<file path="src/inc/hims_defs.svh">
`ifndef HIMS_DEFS_SVH
`define HIMS_DEFS_SVH
// Descriptor word pairs and field positions
`define HIMS_WP_TWO        3'h2
`define HIMS_WP_FOUR       3'h4
`define HIMS_WP_FIVE       3'h5
`define HIMS_WP_SIX        3'h6
`define HIMS_FRAME_LO      3
`define HIMS_FRAME_HI      7
`define HIMS_MASK_LO       0
`define HIMS_RESULT_LO     8
`define HIMS_RESULT_W      3
`define HIMS_CNT0_LO       32
`define HIMS_CNT1_LO       44
`define HIMS_CNT2L_LO      56
`define HIMS_CNT2H_LO      0
`define HIMS_CNT3_LO       4
`define HIMS_CNT4_LO       16
`define HIMS_CNT5L_LO      28
`define HIMS_CNT5H_LO      32
`define HIMS_CNT6_LO       40
`define HIMS_CNT7_LO       52
`define HIMS_RES_ERR       0
`define HIMS_RES_BABBLE    1
`define HIMS_RES_UNDERRUN  2
`define HIMS_UFRAMES       8
`endif

</file>
<file path="src/inc/hims_pkg.sv">
package hims_pkg;
	typedef logic [11:0] hims_count_t;
	typedef logic [2:0]  hims_result_t;
	typedef logic [7:0]  hims_mask_t;
	typedef logic [63:0] hims_word_t;
	// Scheduler states
	typedef enum logic [1:0] {HIMS_IDLE, HIMS_LOAD, HIMS_WAIT, HIMS_WRITE} hims_state_e;
	// Outcome of one bus transaction
	typedef struct packed {
		logic         is_in;
		hims_count_t  count;
		hims_result_t result;
	} hims_outcome_s;
	// Write toward descriptor memory
	typedef struct packed {
		logic       valid;
		logic [2:0] pair;
		hims_word_t data;
	} hims_wr_s;
endpackage : hims_pkg
</file>
<file path="src/hdl/hims_desc_mem.sv">
`timescale 1ns/10ps
`default_nettype none
// Copy of descriptor word pairs; read data registered
module hims_desc_mem #(
	parameter int DEPTH = 8
) (
	input  wire logic                 clock,
	input  wire logic                 reset_n,
	input  wire logic                 wr_en,
	input  wire logic [2:0]           wr_addr,
	input  wire hims_pkg::hims_word_t wr_data,
	input  wire logic [2:0]           rd_addr,
	output var  hims_pkg::hims_word_t rd_data
);
	import hims_pkg::*;
	hims_word_t mem [DEPTH];   // Storage array
	// Write port and registered read
	always_ff @(posedge clock or negedge reset_n) begin
		if (!reset_n) begin
			rd_data <= 64'h0;
		end else begin
			if (wr_en) begin
				mem[wr_addr] <= wr_data;
			end
			rd_data <= mem[rd_addr];
		end
	end
endmodule : hims_desc_mem
`default_nettype wire

</file>
<file path="src/hdl/hims_schedule.sv">
`timescale 1ns/10ps
`default_nettype none
`include "hims_defs.svh"
module hims_schedule (
	input  wire logic                    clock,
	input  wire logic                    reset_n,
	input  wire logic                    uframe_start,
	input  wire logic [4:0]              bus_frame,
	input  wire logic                    sw_wr_en,
	input  wire logic [2:0]              sw_wr_pair,
	input  wire hims_pkg::hims_word_t    sw_wr_data,
	input  wire logic [2:0]              rd_pair,
	output var  hims_pkg::hims_word_t    rd_data,
	output logic                         txn_issue,
	output logic [2:0]                   txn_uframe,
	input  wire logic                    txn_done,
	input  wire hims_pkg::hims_outcome_s txn_outcome,
	output logic                         desc_busy
);
	import hims_pkg::*;
	// Module state, except the rd_data register and the descriptor memory
	typedef struct packed {
		hims_state_e  state;
		logic [2:0]   uframe;
		logic [2:0]   rd_addr;
		hims_word_t   pair_two;
		hims_word_t   pair_four;
		hims_word_t   pair_five;
		hims_word_t   pair_six;
		hims_wr_s     wr;
		logic         issue;
		logic         busy;
		hims_outcome_s outc;
	} hims_sched_s;
	hims_sched_s s_reg;            // Registered state
	hims_sched_s s_next;           // Next state
	logic        match;            // Frame number match
	hims_mask_t  mask;             // Current activity mask
	hims_result_t res;             // Masked result code
	assign match = (s_reg.pair_two[`HIMS_FRAME_HI:`HIMS_FRAME_LO] == bus_frame);
	assign mask  = s_reg.pair_four[`HIMS_MASK_LO +: `HIMS_UFRAMES];
	// Underrun only for OUT, babble only for IN
	always_comb begin
		res = txn_outcome.result;
		if (txn_outcome.is_in) begin
			res[`HIMS_RES_UNDERRUN] = 1'b0;
		end else begin
			res[`HIMS_RES_BABBLE] = 1'b0;
		end
	end
	// Next state
	always_comb begin
		s_next       = s_reg;
		s_next.issue = 1'b0;
		s_next.wr    = '0;
		// Software descriptor writes update shadow copies
		if (sw_wr_en && s_reg.state == HIMS_IDLE) begin
			case (sw_wr_pair)
				`HIMS_WP_TWO:  s_next.pair_two  = sw_wr_data;
				`HIMS_WP_FOUR: s_next.pair_four = sw_wr_data;
				`HIMS_WP_FIVE: s_next.pair_five = sw_wr_data;
				`HIMS_WP_SIX:  s_next.pair_six  = sw_wr_data;
				default: ;
			endcase
			s_next.wr = '{valid: 1'b1, pair: sw_wr_pair, data: sw_wr_data};
		end
		case (s_reg.state)
			HIMS_IDLE: begin
				// Microframe index advances on each start seen in idle; wraps each frame
				if (uframe_start) begin
					s_next.uframe = s_reg.uframe + 3'h1;
					s_next.state  = HIMS_LOAD;
				end
			end
			HIMS_LOAD: begin
				// Issue only on matching frame with mask bit set
				if (match && mask[s_reg.uframe]) begin
					s_next.issue = 1'b1;
					s_next.busy  = 1'b1;
					s_next.state = HIMS_WAIT;
				end else begin
					s_next.state = HIMS_IDLE;
				end
			end
			HIMS_WAIT: begin
				// Hold results until transaction delivered
				if (txn_done) begin
					s_next.outc  = '{is_in: txn_outcome.is_in, count: txn_outcome.count,
						result: res};
					s_next.state = HIMS_WRITE;
				end
			end
			HIMS_WRITE: begin
				s_next.pair_four[`HIMS_RESULT_LO + `HIMS_RESULT_W * s_reg.uframe +: 3] =
					s_reg.outc.result;
				s_next.pair_four[s_reg.uframe] = 1'b0;
				case (s_reg.uframe)
					3'h0: s_next.pair_five[`HIMS_CNT0_LO +: 12] = s_reg.outc.count;
					3'h1: s_next.pair_five[`HIMS_CNT1_LO +: 12] = s_reg.outc.count;
					3'h2: begin
						s_next.pair_five[`HIMS_CNT2L_LO +: 8] = s_reg.outc.count[7:0];
						s_next.pair_six[`HIMS_CNT2H_LO +: 4]  = s_reg.outc.count[11:8];
					end
					3'h3: s_next.pair_six[`HIMS_CNT3_LO +: 12] = s_reg.outc.count;
					3'h4: s_next.pair_six[`HIMS_CNT4_LO +: 12] = s_reg.outc.count;
					3'h5: begin
						s_next.pair_six[`HIMS_CNT5L_LO +: 4] = s_reg.outc.count[3:0];
						s_next.pair_six[`HIMS_CNT5H_LO +: 8] = s_reg.outc.count[11:4];
					end
					3'h6: s_next.pair_six[`HIMS_CNT6_LO +: 12] = s_reg.outc.count;
					default: s_next.pair_six[`HIMS_CNT7_LO +: 12] = s_reg.outc.count;
				endcase
				s_next.busy  = 1'b0;
				s_next.state = HIMS_IDLE;
			end
			default: s_next.state = HIMS_IDLE;
		endcase
		// Mirror updated pair six into memory after hardware update
		if (s_reg.state == HIMS_WRITE) begin
			s_next.wr = '{valid: 1'b1, pair: `HIMS_WP_SIX, data: s_next.pair_six};
		end
		s_next.rd_addr = rd_pair;
	end
	// State register; index starts at 7 so first start gives 0
	always_ff @(posedge clock or negedge reset_n) begin
		if (!reset_n) begin
			s_reg        <= '0;
			s_reg.uframe <= 3'h7;
		end else begin
			s_reg <= s_next;
		end
	end
	logic hw_pick;   // Selects memory data for pairs without a live shadow; tied high
	hims_word_t mem_rd;
	hims_desc_mem #(.DEPTH(8)) u_mem (
		.clock   (clock),
		.reset_n (reset_n),
		.wr_en   (s_reg.wr.valid),
		.wr_addr (s_reg.wr.pair),
		.wr_data (s_reg.wr.data),
		.rd_addr (s_reg.rd_addr),
		.rd_data (mem_rd)
	);
	assign hw_pick = 1'b1;
	// Registered read: shadows for live pairs, memory otherwise
	always_ff @(posedge clock or negedge reset_n) begin
		if (!reset_n) begin
			rd_data <= 64'h0;
		end else begin
			case (rd_pair)
				`HIMS_WP_TWO:  rd_data <= s_reg.pair_two;
				`HIMS_WP_FOUR: rd_data <= s_reg.pair_four;
				`HIMS_WP_FIVE: rd_data <= s_reg.pair_five;
				`HIMS_WP_SIX:  rd_data <= s_reg.pair_six;
				default:       rd_data <= hw_pick ? mem_rd : 64'h0;
			endcase
		end
	end
	assign txn_issue  = s_reg.issue;
	assign txn_uframe = s_reg.uframe;
	assign desc_busy  = s_reg.busy;
	// Issue only on match with mask bit set
	AST_ISSUE_MASK: assert property (@(posedge clock) disable iff (!reset_n)
		txn_issue |-> $past(mask[s_reg.uframe]) && $past(match))
		else $error("issue without mask bit or frame match");
	// Processed bit cleared after write
	AST_MASK_CLEAR: assert property (@(posedge clock) disable iff (!reset_n)
		s_reg.state == HIMS_WRITE |=> !mask[$past(s_reg.uframe)])
		else $error("mask bit not cleared");
	// Result lands after done
	AST_RESULT_AFTER: assert property (@(posedge clock) disable iff (!reset_n)
		(s_reg.state == HIMS_WAIT && txn_done) |=> ##1
		s_reg.pair_four[8 + 3 * s_reg.uframe +: 3] == $past(s_reg.outc.result))
		else $error("result not written");
	// No babble on OUT
	AST_NO_BABBLE_OUT: assert property (@(posedge clock) disable iff (!reset_n)
		(s_reg.state == HIMS_WRITE && !s_reg.outc.is_in) |-> !s_reg.outc.result[1])
		else $error("babble reported on OUT");
	// No underrun on IN
	AST_NO_UNDER_IN: assert property (@(posedge clock) disable iff (!reset_n)
		(s_reg.state == HIMS_WRITE && s_reg.outc.is_in) |-> !s_reg.outc.result[2])
		else $error("underrun reported on IN");
	// Index steps by one per microframe
	AST_INDEX_STEP: assert property (@(posedge clock) disable iff (!reset_n)
		(uframe_start && s_reg.state == HIMS_IDLE) |=> s_reg.uframe == $past(s_reg.uframe) + 3'h1)
		else $error("microframe index did not advance");
	// Mismatch never issues
	AST_NO_MATCH: assert property (@(posedge clock) disable iff (!reset_n)
		(s_reg.state == HIMS_LOAD && !match) |=> !txn_issue)
		else $error("issued on mismatched frame");
	// Microframe 0 count lands in place
	AST_CNT0: assert property (@(posedge clock) disable iff (!reset_n)
		(s_reg.state == HIMS_WRITE && s_reg.uframe == 3'h0) |=>
		s_reg.pair_five[43:32] == $past(s_reg.outc.count))
		else $error("count 0 misplaced");
endmodule : hims_schedule
`default_nettype wire

</file>
<file path="config.mk">
export PLATFORM = sky130hd
export DESIGN_NAME = hims_schedule
export DESIGN_NICKNAME = d
export VERILOG_FILES = /design/src/inc/hims_pkg.sv /design/src/hdl/hims_desc_mem.sv /design/src/hdl/hims_schedule.sv
export VERILOG_INCLUDE_DIRS = /design/src /design/src/inc
export SDC_FILE = /design/constraint.sdc
export NUM_CORES = 1
export LEC_CHECK = 0
export BUFFER_PORTS_ARGS = -buffer_cell sky130_fd_sc_hd__buf_2
export CELL_PAD_IN_SITES_DETAIL_PLACEMENT = 0
export CELL_PAD_IN_SITES_GLOBAL_PLACEMENT = 1
export CORE_MARGIN = 3
export CORE_UTILIZATION = 55
export CTS_CLUSTER_DIAMETER = 150
export DETAILED_ROUTE_END_ITERATION = 12
export GPL_TIMING_DRIVEN = 0
export PLACE_DENSITY = 0.8
export SYNTH_ARGS = -nofsm -noshare
export SYNTH_HDL_FRONTEND = slang
export SYNTH_SLANG_ARGS = --single-unit
</file>
<file path="constraint.sdc">
create_clock -name clock -period 13.7 [get_ports clock]
set_clock_uncertainty 0.2 [all_clocks]
set_input_delay 2.74 -clock clock [delete_from_list [all_inputs] [get_ports clock]]
set_output_delay 2.74 -clock clock [all_outputs]
set_load 0.01 [all_outputs]
</file>
==> results of run 1 <==
-- synthesized netlist by cell type (all sizes together) (3+ instances only) --
library cell / count / area (µm²)
edfxtp: 512 / 15370
dfrtp: 474 / 11860
a21oi: 264 / 1321
mux2: 216 / 2658
nor2: 190 / 713.2
o21ai: 161 / 805.8
mux2i: 142 / 1434
mux4: 130 / 2928
clkbuf: 126 / 473.0
nand2: 76 / 287.8
a22oi: 68 / 510.5
a21o: 65 / 488.0
buf: 57 / 374.1
a31oi: 34 / 212.7
inv: 31 / 116.4
ha: 15 / 187.7
nand3: 15 / 80.08
nor3: 15 / 91.34
nand2b: 7 / 43.79
xor2: 6 / 71.32
a221oi: 5 / 43.79
and3: 5 / 31.28
nand3b: 4 / 30.03
or2: 4 / 25.02
and2: 3 / 18.77
dfstp: 3 / 78.83
xnor2: 3 / 45.05
-- metal layers --
layer / up-vias / wire length [µm] / track usage (%) / share of wire [%]
met5: - / 82 / 0 / 0.063
met4: 12 / 5041 / 12.58 / 3.9
met3: 275 / 14040 / 8.997 / 11
met2: 1430 / 58550 / 49.87 / 45
met1: 13410 / 52020 / 48.50 / 40
li1: 10590 / - / - / -
-- worst min-delay path by stage --
stage,from,end,cells after the start
after floorplan,u_mem.rd_data[10]$_DFF_PN0_,rd_data[10]$_DFF_PN0_,2
after global placement,desc_busy$_DFFE_PN0P_,desc_busy$_DFFE_PN0P_,1
after detailed placement,desc_busy$_DFFE_PN0P_,desc_busy$_DFFE_PN0P_,1
after CTS,desc_busy$_DFFE_PN0P_,desc_busy$_DFFE_PN0P_,1
after global routing,desc_busy$_DFFE_PN0P_,desc_busy$_DFFE_PN0P_,1
final,desc_busy$_DFFE_PN0P_,desc_busy$_DFFE_PN0P_,1
-- cells by family after synthesis --
| logic type | after synthesis |
|---|---|
| compound gates | 605 |
| xor+xnor | 9 |
| fa+ha+maj | 15 |
| buf+inv | 214 |
| flops | 989 |
| mux | 488 |
| simple gates | 331 |
-- worst max-delay path: cells and delay by family --
kind / cells / cell delay (ns)
buffers and inverters: 4 / 1.57
AOI/OAI and AO/OA: 2 / 0.85
and+or+nand+nor: 2 / 1.15
-- stage by stage --
stage | setup slack, ns | cells | instance area (µm²) | TNS, ns
after floorplan | 5.712 | 2651 | 40470 | 0
after global placement | -9.129 | 3765 | 42480 | -3534.45
after detailed placement | 7.283 | 3800 | 43170 | 0
after CTS | 7.969 | 3987 | 46580 | 0
after global routing | 7.770 | 3992 | 46620 | 0
final | 7.664 | 3999 | 46630 | 0
-- cell type report --
type | count | share of cell area [%]
multi-input combinational | 1448 | 26.27
timing repair buffer | 200 | 3.158
inverter | 31 | 0.2495
antenna | 11 | 0.05903
clock inverter | 49 | 1.476
buffer | 183 | 1.822
clock buffer | 138 | 5.846
sequential | 989 | 58.57
tap | 950 | 2.549
-- report_power, final --
group | internal (µW) | switching (µW) | leakage (µW)
sequential | 3520 | 327 | 0.0104
clock | 1680 | 1170 | 0.00167
combinational | 560 | 1020 | 0.00658
==> reports/results.txt, run 1 <==
Pleak -> 0.01867 µW
# clock sinks -> 989
Fin Hold WS -> 0.2763 ns
first-pass GRT wire length -> 185.9 mm
final net count -> 3064
die footprint -> 76880 µm²
cts bufs inserted -> 100
area fraction in compound gates after synthesis -> 8.520%
die width -> 277.3 µm
Final Max Slew Viols -> 0
via count -> 25.71k
CTS resizes -> 0
DRC -> 0
Tmin final -> 6.036 ns
Max-Cap Viols -> 0
CP endpoint kind -> register
# fillers -> 5221
CTS tree -> built
CP Max Fanout -> 10
mux cell area share after synthesis -> 17.34%
status -> finished, final reports clean
R2R setup slack -> 9.72 ns
RSZ-0062 raised after global routing -> no
register area -> 27310 µm²
endpoints failing setup -> 0
WL final -> 129.7 mm
Warnings, synthesis -> 0
commonest non-fill, non-tap cell in the layout -> edfxtp_1
Seq/Total Area, Yosys -> 67.49%
Port Buffers -> 164
overall routing resource usage -> 33.70%
Initial Utilization -> 56.04%
CP Cell Sequence -> buf_2, clkbuf_1, nand2b_1, clkbuf_1, nor2_1, clkbuf_1, a22oi_1, a31oi_1
Core ar. -> 72220 µm²
proportion of layout cells with a drive suffix above 1 -> 25.54%
CTS Hold Bufs -> 0
Root Buffer -> clkbuf_16
Clock Latency Late Sink -> 0.67 ns
asr flop ratio synth -> 48.23%
CP Data Required Time -> 13.98 ns
CP Capture Point -> rd_data[16]$_DFF_PN0_
main flop type after synthesis -> edfxtp_1
largest family of logic cells by synthesized area -> multiplexers
largest net degree at the start of global routing -> 115
Power Dens Cells -> 177.3 nW/µm²
Hold Path Class -> reg -> reg
Max stage delay on crit path -> 1.04 ns
Worst Setup Start Kind -> input port
Syn-to-layout area delta -> 15.22%
Synth Area in Adders -> 0.4637%
DP Wirelength -> 87.53 mm
worst slew pin tran -> 1.366 ns
Routed WL per cell -> 32.44 µm
vias in the first global route -> 26.07k
Gate Count Post-Synth -> 2651
Worst Path Arrival -> 6.31 ns
xor/xnor cell area share of the yosys netlist -> 0.2875%
CP startpoint -> rd_pair[1]
number of distinct library cells after synthesis -> 54
First-pass DRT Iterations -> 5
GPL Wtd Cong -> 0.9584
syn avg cell area -> 15.27 µm²
die height -> 277.3 µm
row count -> 98
post-layout util -> 64.57%
Total Power -> 8269 µW
io pins -> 165
final worst-path cycle share -> 44.06%
R2R depth -> 11
H-tree levels -> 3
clk buf depth -> 3
CTS clk-pin slew, worst paths -> 0.06 ns
max reg flops -> 512
worst reg2reg path startpoint -> txn_uframe[2]$_DFFE_PN1P_
Yosys reg bits -> 989
Mapped Area -> 40470 µm²
most frequent cells in the layout -> edfxtp_1 (512), dfrtp_1 (474), a21oi_1 (264)
Synth Area in Simple Gates -> 3.515%
post-DR vias/cell -> 6.430
Max IR drop VDD -> 0.1333 mV
cell mode on critical path -> clkbuf_1
total grt overflow -> 0
post-CTS setup buffer count -> 0
relative slew slack -> 8.903%
multi-input logic area -> 12250 µm²
final hold vios -> 0
EDFF count, synth -> 512
initial antenna violation count -> 17
Setup CP Type -> in -> reg
Net Count, Synth -> 2762
Slowest cell on crit path -> nor2_1
Detail Route Antenna Nets -> 0
Fmax achieved -> 165.7 MHz
capturing point of the worst reg2reg path -> s_reg[240]$_DFF_PN0_
Initial DRC Count -> 3262
(Power assumes the default switching activity.)
==> run 2: changes to the inputs <==
--- a/config.mk
+++ b/config.mk
@@ -10,11 +10,11 @@
 export CELL_PAD_IN_SITES_DETAIL_PLACEMENT = 0
 export CELL_PAD_IN_SITES_GLOBAL_PLACEMENT = 1
 export CORE_MARGIN = 3
-export CORE_UTILIZATION = 55
+export CORE_UTILIZATION = 52
 export CTS_CLUSTER_DIAMETER = 150
 export DETAILED_ROUTE_END_ITERATION = 12
 export GPL_TIMING_DRIVEN = 0
-export PLACE_DENSITY = 0.8
+export PLACE_DENSITY = 0.76
 export SYNTH_ARGS = -nofsm -noshare
 export SYNTH_HDL_FRONTEND = slang
 export SYNTH_SLANG_ARGS = --single-unit
==> constraint.sdc (replaced) <==
create_clock -name clock -period 6.1 [get_ports clock]
set_clock_uncertainty 0.2 [all_clocks]
set_input_delay 1.22 -clock clock [delete_from_list [all_inputs] [get_ports clock]]
set_output_delay 1.22 -clock clock [all_outputs]
set_load 0.01 [all_outputs]
==> reports/results.txt, run 2 (synthesis results as in run 1) <==
CP Max Fanout -> 10 (unchanged)
highest routed layer -> met5 (unchanged)
relative slew slack -> 1.520% (was 8.903%)
CTS Hold Bufs -> 0 (unchanged)
most frequent cells in the layout -> edfxtp_1 (512), dfrtp_1 (474), a21oi_1 (264) (unchanged)
post-DR vias/cell -> 6.274 (was 6.430)
register area -> 27310 µm² (unchanged)
endpoints failing setup -> 0 (unchanged)
via count -> 25.62k (was 25.71k)
Power Dens Cells -> 398.4 nW/µm² (was 177.3 nW/µm²)
io pins -> 165 (unchanged)
Worst Path Arrival -> 4.71 ns (was 6.31 ns)
vias in the first global route -> 26.04k (was 26.07k)
CTS resizes -> 0 (unchanged)
met1 WL -> 54.43 mm (was 52.02 mm)
Max-Cap Viols -> 0 (unchanged)
status -> finished, final reports clean (unchanged)
die width -> 285.0 µm (was 277.3 µm)
GPL Wtd Cong -> 0.9504 (was 0.9584)
met3 wire length -> 12.08 mm (was 14.04 mm)
Fin Hold WS -> 0.2624 ns (was 0.2763 ns)
clk buf depth -> 3 (unchanged)
die height -> 285.0 µm (was 277.3 µm)
worst slew pin tran -> 1.477 ns (was 1.366 ns)
Port Buffers -> 164 (unchanged)
DP Wirelength -> 88.86 mm (was 87.53 mm)
Initial DRC Count -> 3145 (was 3262)
Placement Setup Slack -> 1.221 ns (was 7.283 ns)
Core ar. -> 76580 µm² (was 72220 µm²)
largest net degree at the start of global routing -> 111 (was 115)
Total Power -> 18710 µW (was 8269 µW)
Setup CP Type -> in -> reg (unchanged)
Tmin final -> 4.414 ns
First-pass DRT Iterations -> 6 (was 5)
H-tree levels -> 3 (unchanged)
RSZ-0062 raised after global routing -> no (unchanged)
final hold vios -> 0 (unchanged)
overall routing resource usage -> 32.28% (was 33.70%)
Root Buffer -> clkbuf_16 (unchanged)
commonest non-fill, non-tap cell in the layout -> edfxtp_1 (unchanged)
CTS tree -> built (unchanged)
# clock sinks -> 989 (unchanged)
first-pass GRT wire length -> 187.4 mm (was 185.9 mm)
Final Max Slew Viols -> 0 (unchanged)
Routed WL per cell -> 32.02 µm (was 32.44 µm)
final net count -> 3061 (was 3064)
die footprint -> 81220 µm² (was 76880 µm²)
Syn-to-layout area delta -> 16.03% (was 15.22%)
Hold Path Class -> in -> async (was reg -> reg)
multi-input logic area -> 12260 µm² (was 12250 µm²)
Worst Setup Start Kind -> input port (unchanged)
Pleak -> 0.01871 µW (was 0.01867 µW)
final worst-path cycle share -> 72.37%
DRC -> 0 (unchanged)
Fmax achieved -> 226.5 MHz
CTS clk-pin slew, worst paths -> 0.06 ns (about the same)
post-CTS setup buffer count -> 0 (unchanged)
initial antenna violation count -> 21 (was 17)
max reg flops -> 512 (unchanged)
Final WS setup -> 1.686 ns (was 7.664 ns)
cts bufs inserted -> 100 (unchanged)
proportion of layout cells with a drive suffix above 1 -> 25.67% (was 25.54%)
Initial Utilization -> 52.85% (was 56.04%)
Detail Route Antenna Nets -> 0 (unchanged)
met2 WL -> 58.67 mm (was 58.55 mm)
Clock Latency Late Sink -> 0.68 ns (was 0.67 ns)
CP Data Required Time -> 6.40 ns (was 13.98 ns)
total grt overflow -> 0 (unchanged)
CP endpoint kind -> register (unchanged)
WL final -> 130.7 mm (was 129.7 mm)
# fillers -> 5798 (was 5221)
Max IR drop VDD -> 0.2723 mV (was 0.1333 mV)
row count -> 101 (was 98)
-- run 2: cell count changes in the layout (fill, tap and decap cells not counted), sizes merged --
cell	change
clkinvlp	+7
diode	+4
clkbuf	-3
buf	-2
bufinv	-1
inv	-1
-- run 2: worst paths after layout --
check | startpoint | end | slack (ns) | cells past startpoint
worst min register to register | s_reg[177]$_DFFE_PN0P_ | s_reg[177]$_DFFE_PN0P_ | 0.30 | 1
worst max-delay path | rd_pair[1] | rd_data[22]$_DFF_PN0_ | 1.69 | 8
min in group clock | s_reg[177]$_DFFE_PN0P_ | s_reg[177]$_DFFE_PN0P_ | 0.30 | 1
worst max register to register | txn_uframe[2]$_DFFE_PN1P_ | s_reg[240]$_DFF_PN0_ | 2.05 | 11
max in group asynchronous | reset_n | rd_data[0]$_DFF_PN0_ | 3.64 | 4
worst min-delay path | reset_n | u_mem.rd_data[23]$_DFF_PN0_ | 0.26 | 1
-- run 2: metal layers --
| metal | global-route usage [%] | vias to the layer above |
|---|---|---|
| met2 | 48.11 | 1360 |
| met5 | 0 | - |
| met4 | 12.33 | 10 |
| met3 | 7.082 | 291 |
| li1 | - | 10610 |
| met1 | 47.02 | 13340 |
-- run 2: per-stage QoR --
step	util (%)	area, µm²	TNS, ns	std cells
final	61.32	46960	0	4083
after global routing	61.29	46940	0	4074
after CTS	61.27	46920	0	4068
after detailed placement	56.68	43400	0	3878
after global placement	55.62	42590	-9125.13	3845
after floorplan	-	40480	0	2651
-- run 2: critical path: stages --
cell and delay [ns]:
buf_2 0.12, clkbuf_1 0.24, nand2b_1 0.08, clkbuf_1 0.42, nor2_1 1.03, clkbuf_1 0.82, a22oi_1 0.15, a21oi_1 0.61
-- run 2: final cells by class --
type | instances | area share (%)
Sequential cell | 989 | 58.17
Multi-Input combinational cell | 1448 | 26.11
Clock buffer | 136 | 5.944
Timing Repair Buffer | 197 | 3.352
Tap cell | 1030 | 2.744
Buffer | 183 | 1.809
Clock inverter | 54 | 1.545
Inverter | 31 | 0.2478
Antenna cell | 15 | 0.07993
-- run 2: power breakdown --
| group | leakage [µW] | internal, µW | switching [µW] |
|---|---|---|---|
| logic | 0.00659 | 1260 | 2310 |
| clock network | 0.00169 | 3830 | 2700 |
| registers | 0.0104 | 7900 | 715 |
| total | 0.0187 | 13000 | 5720 |
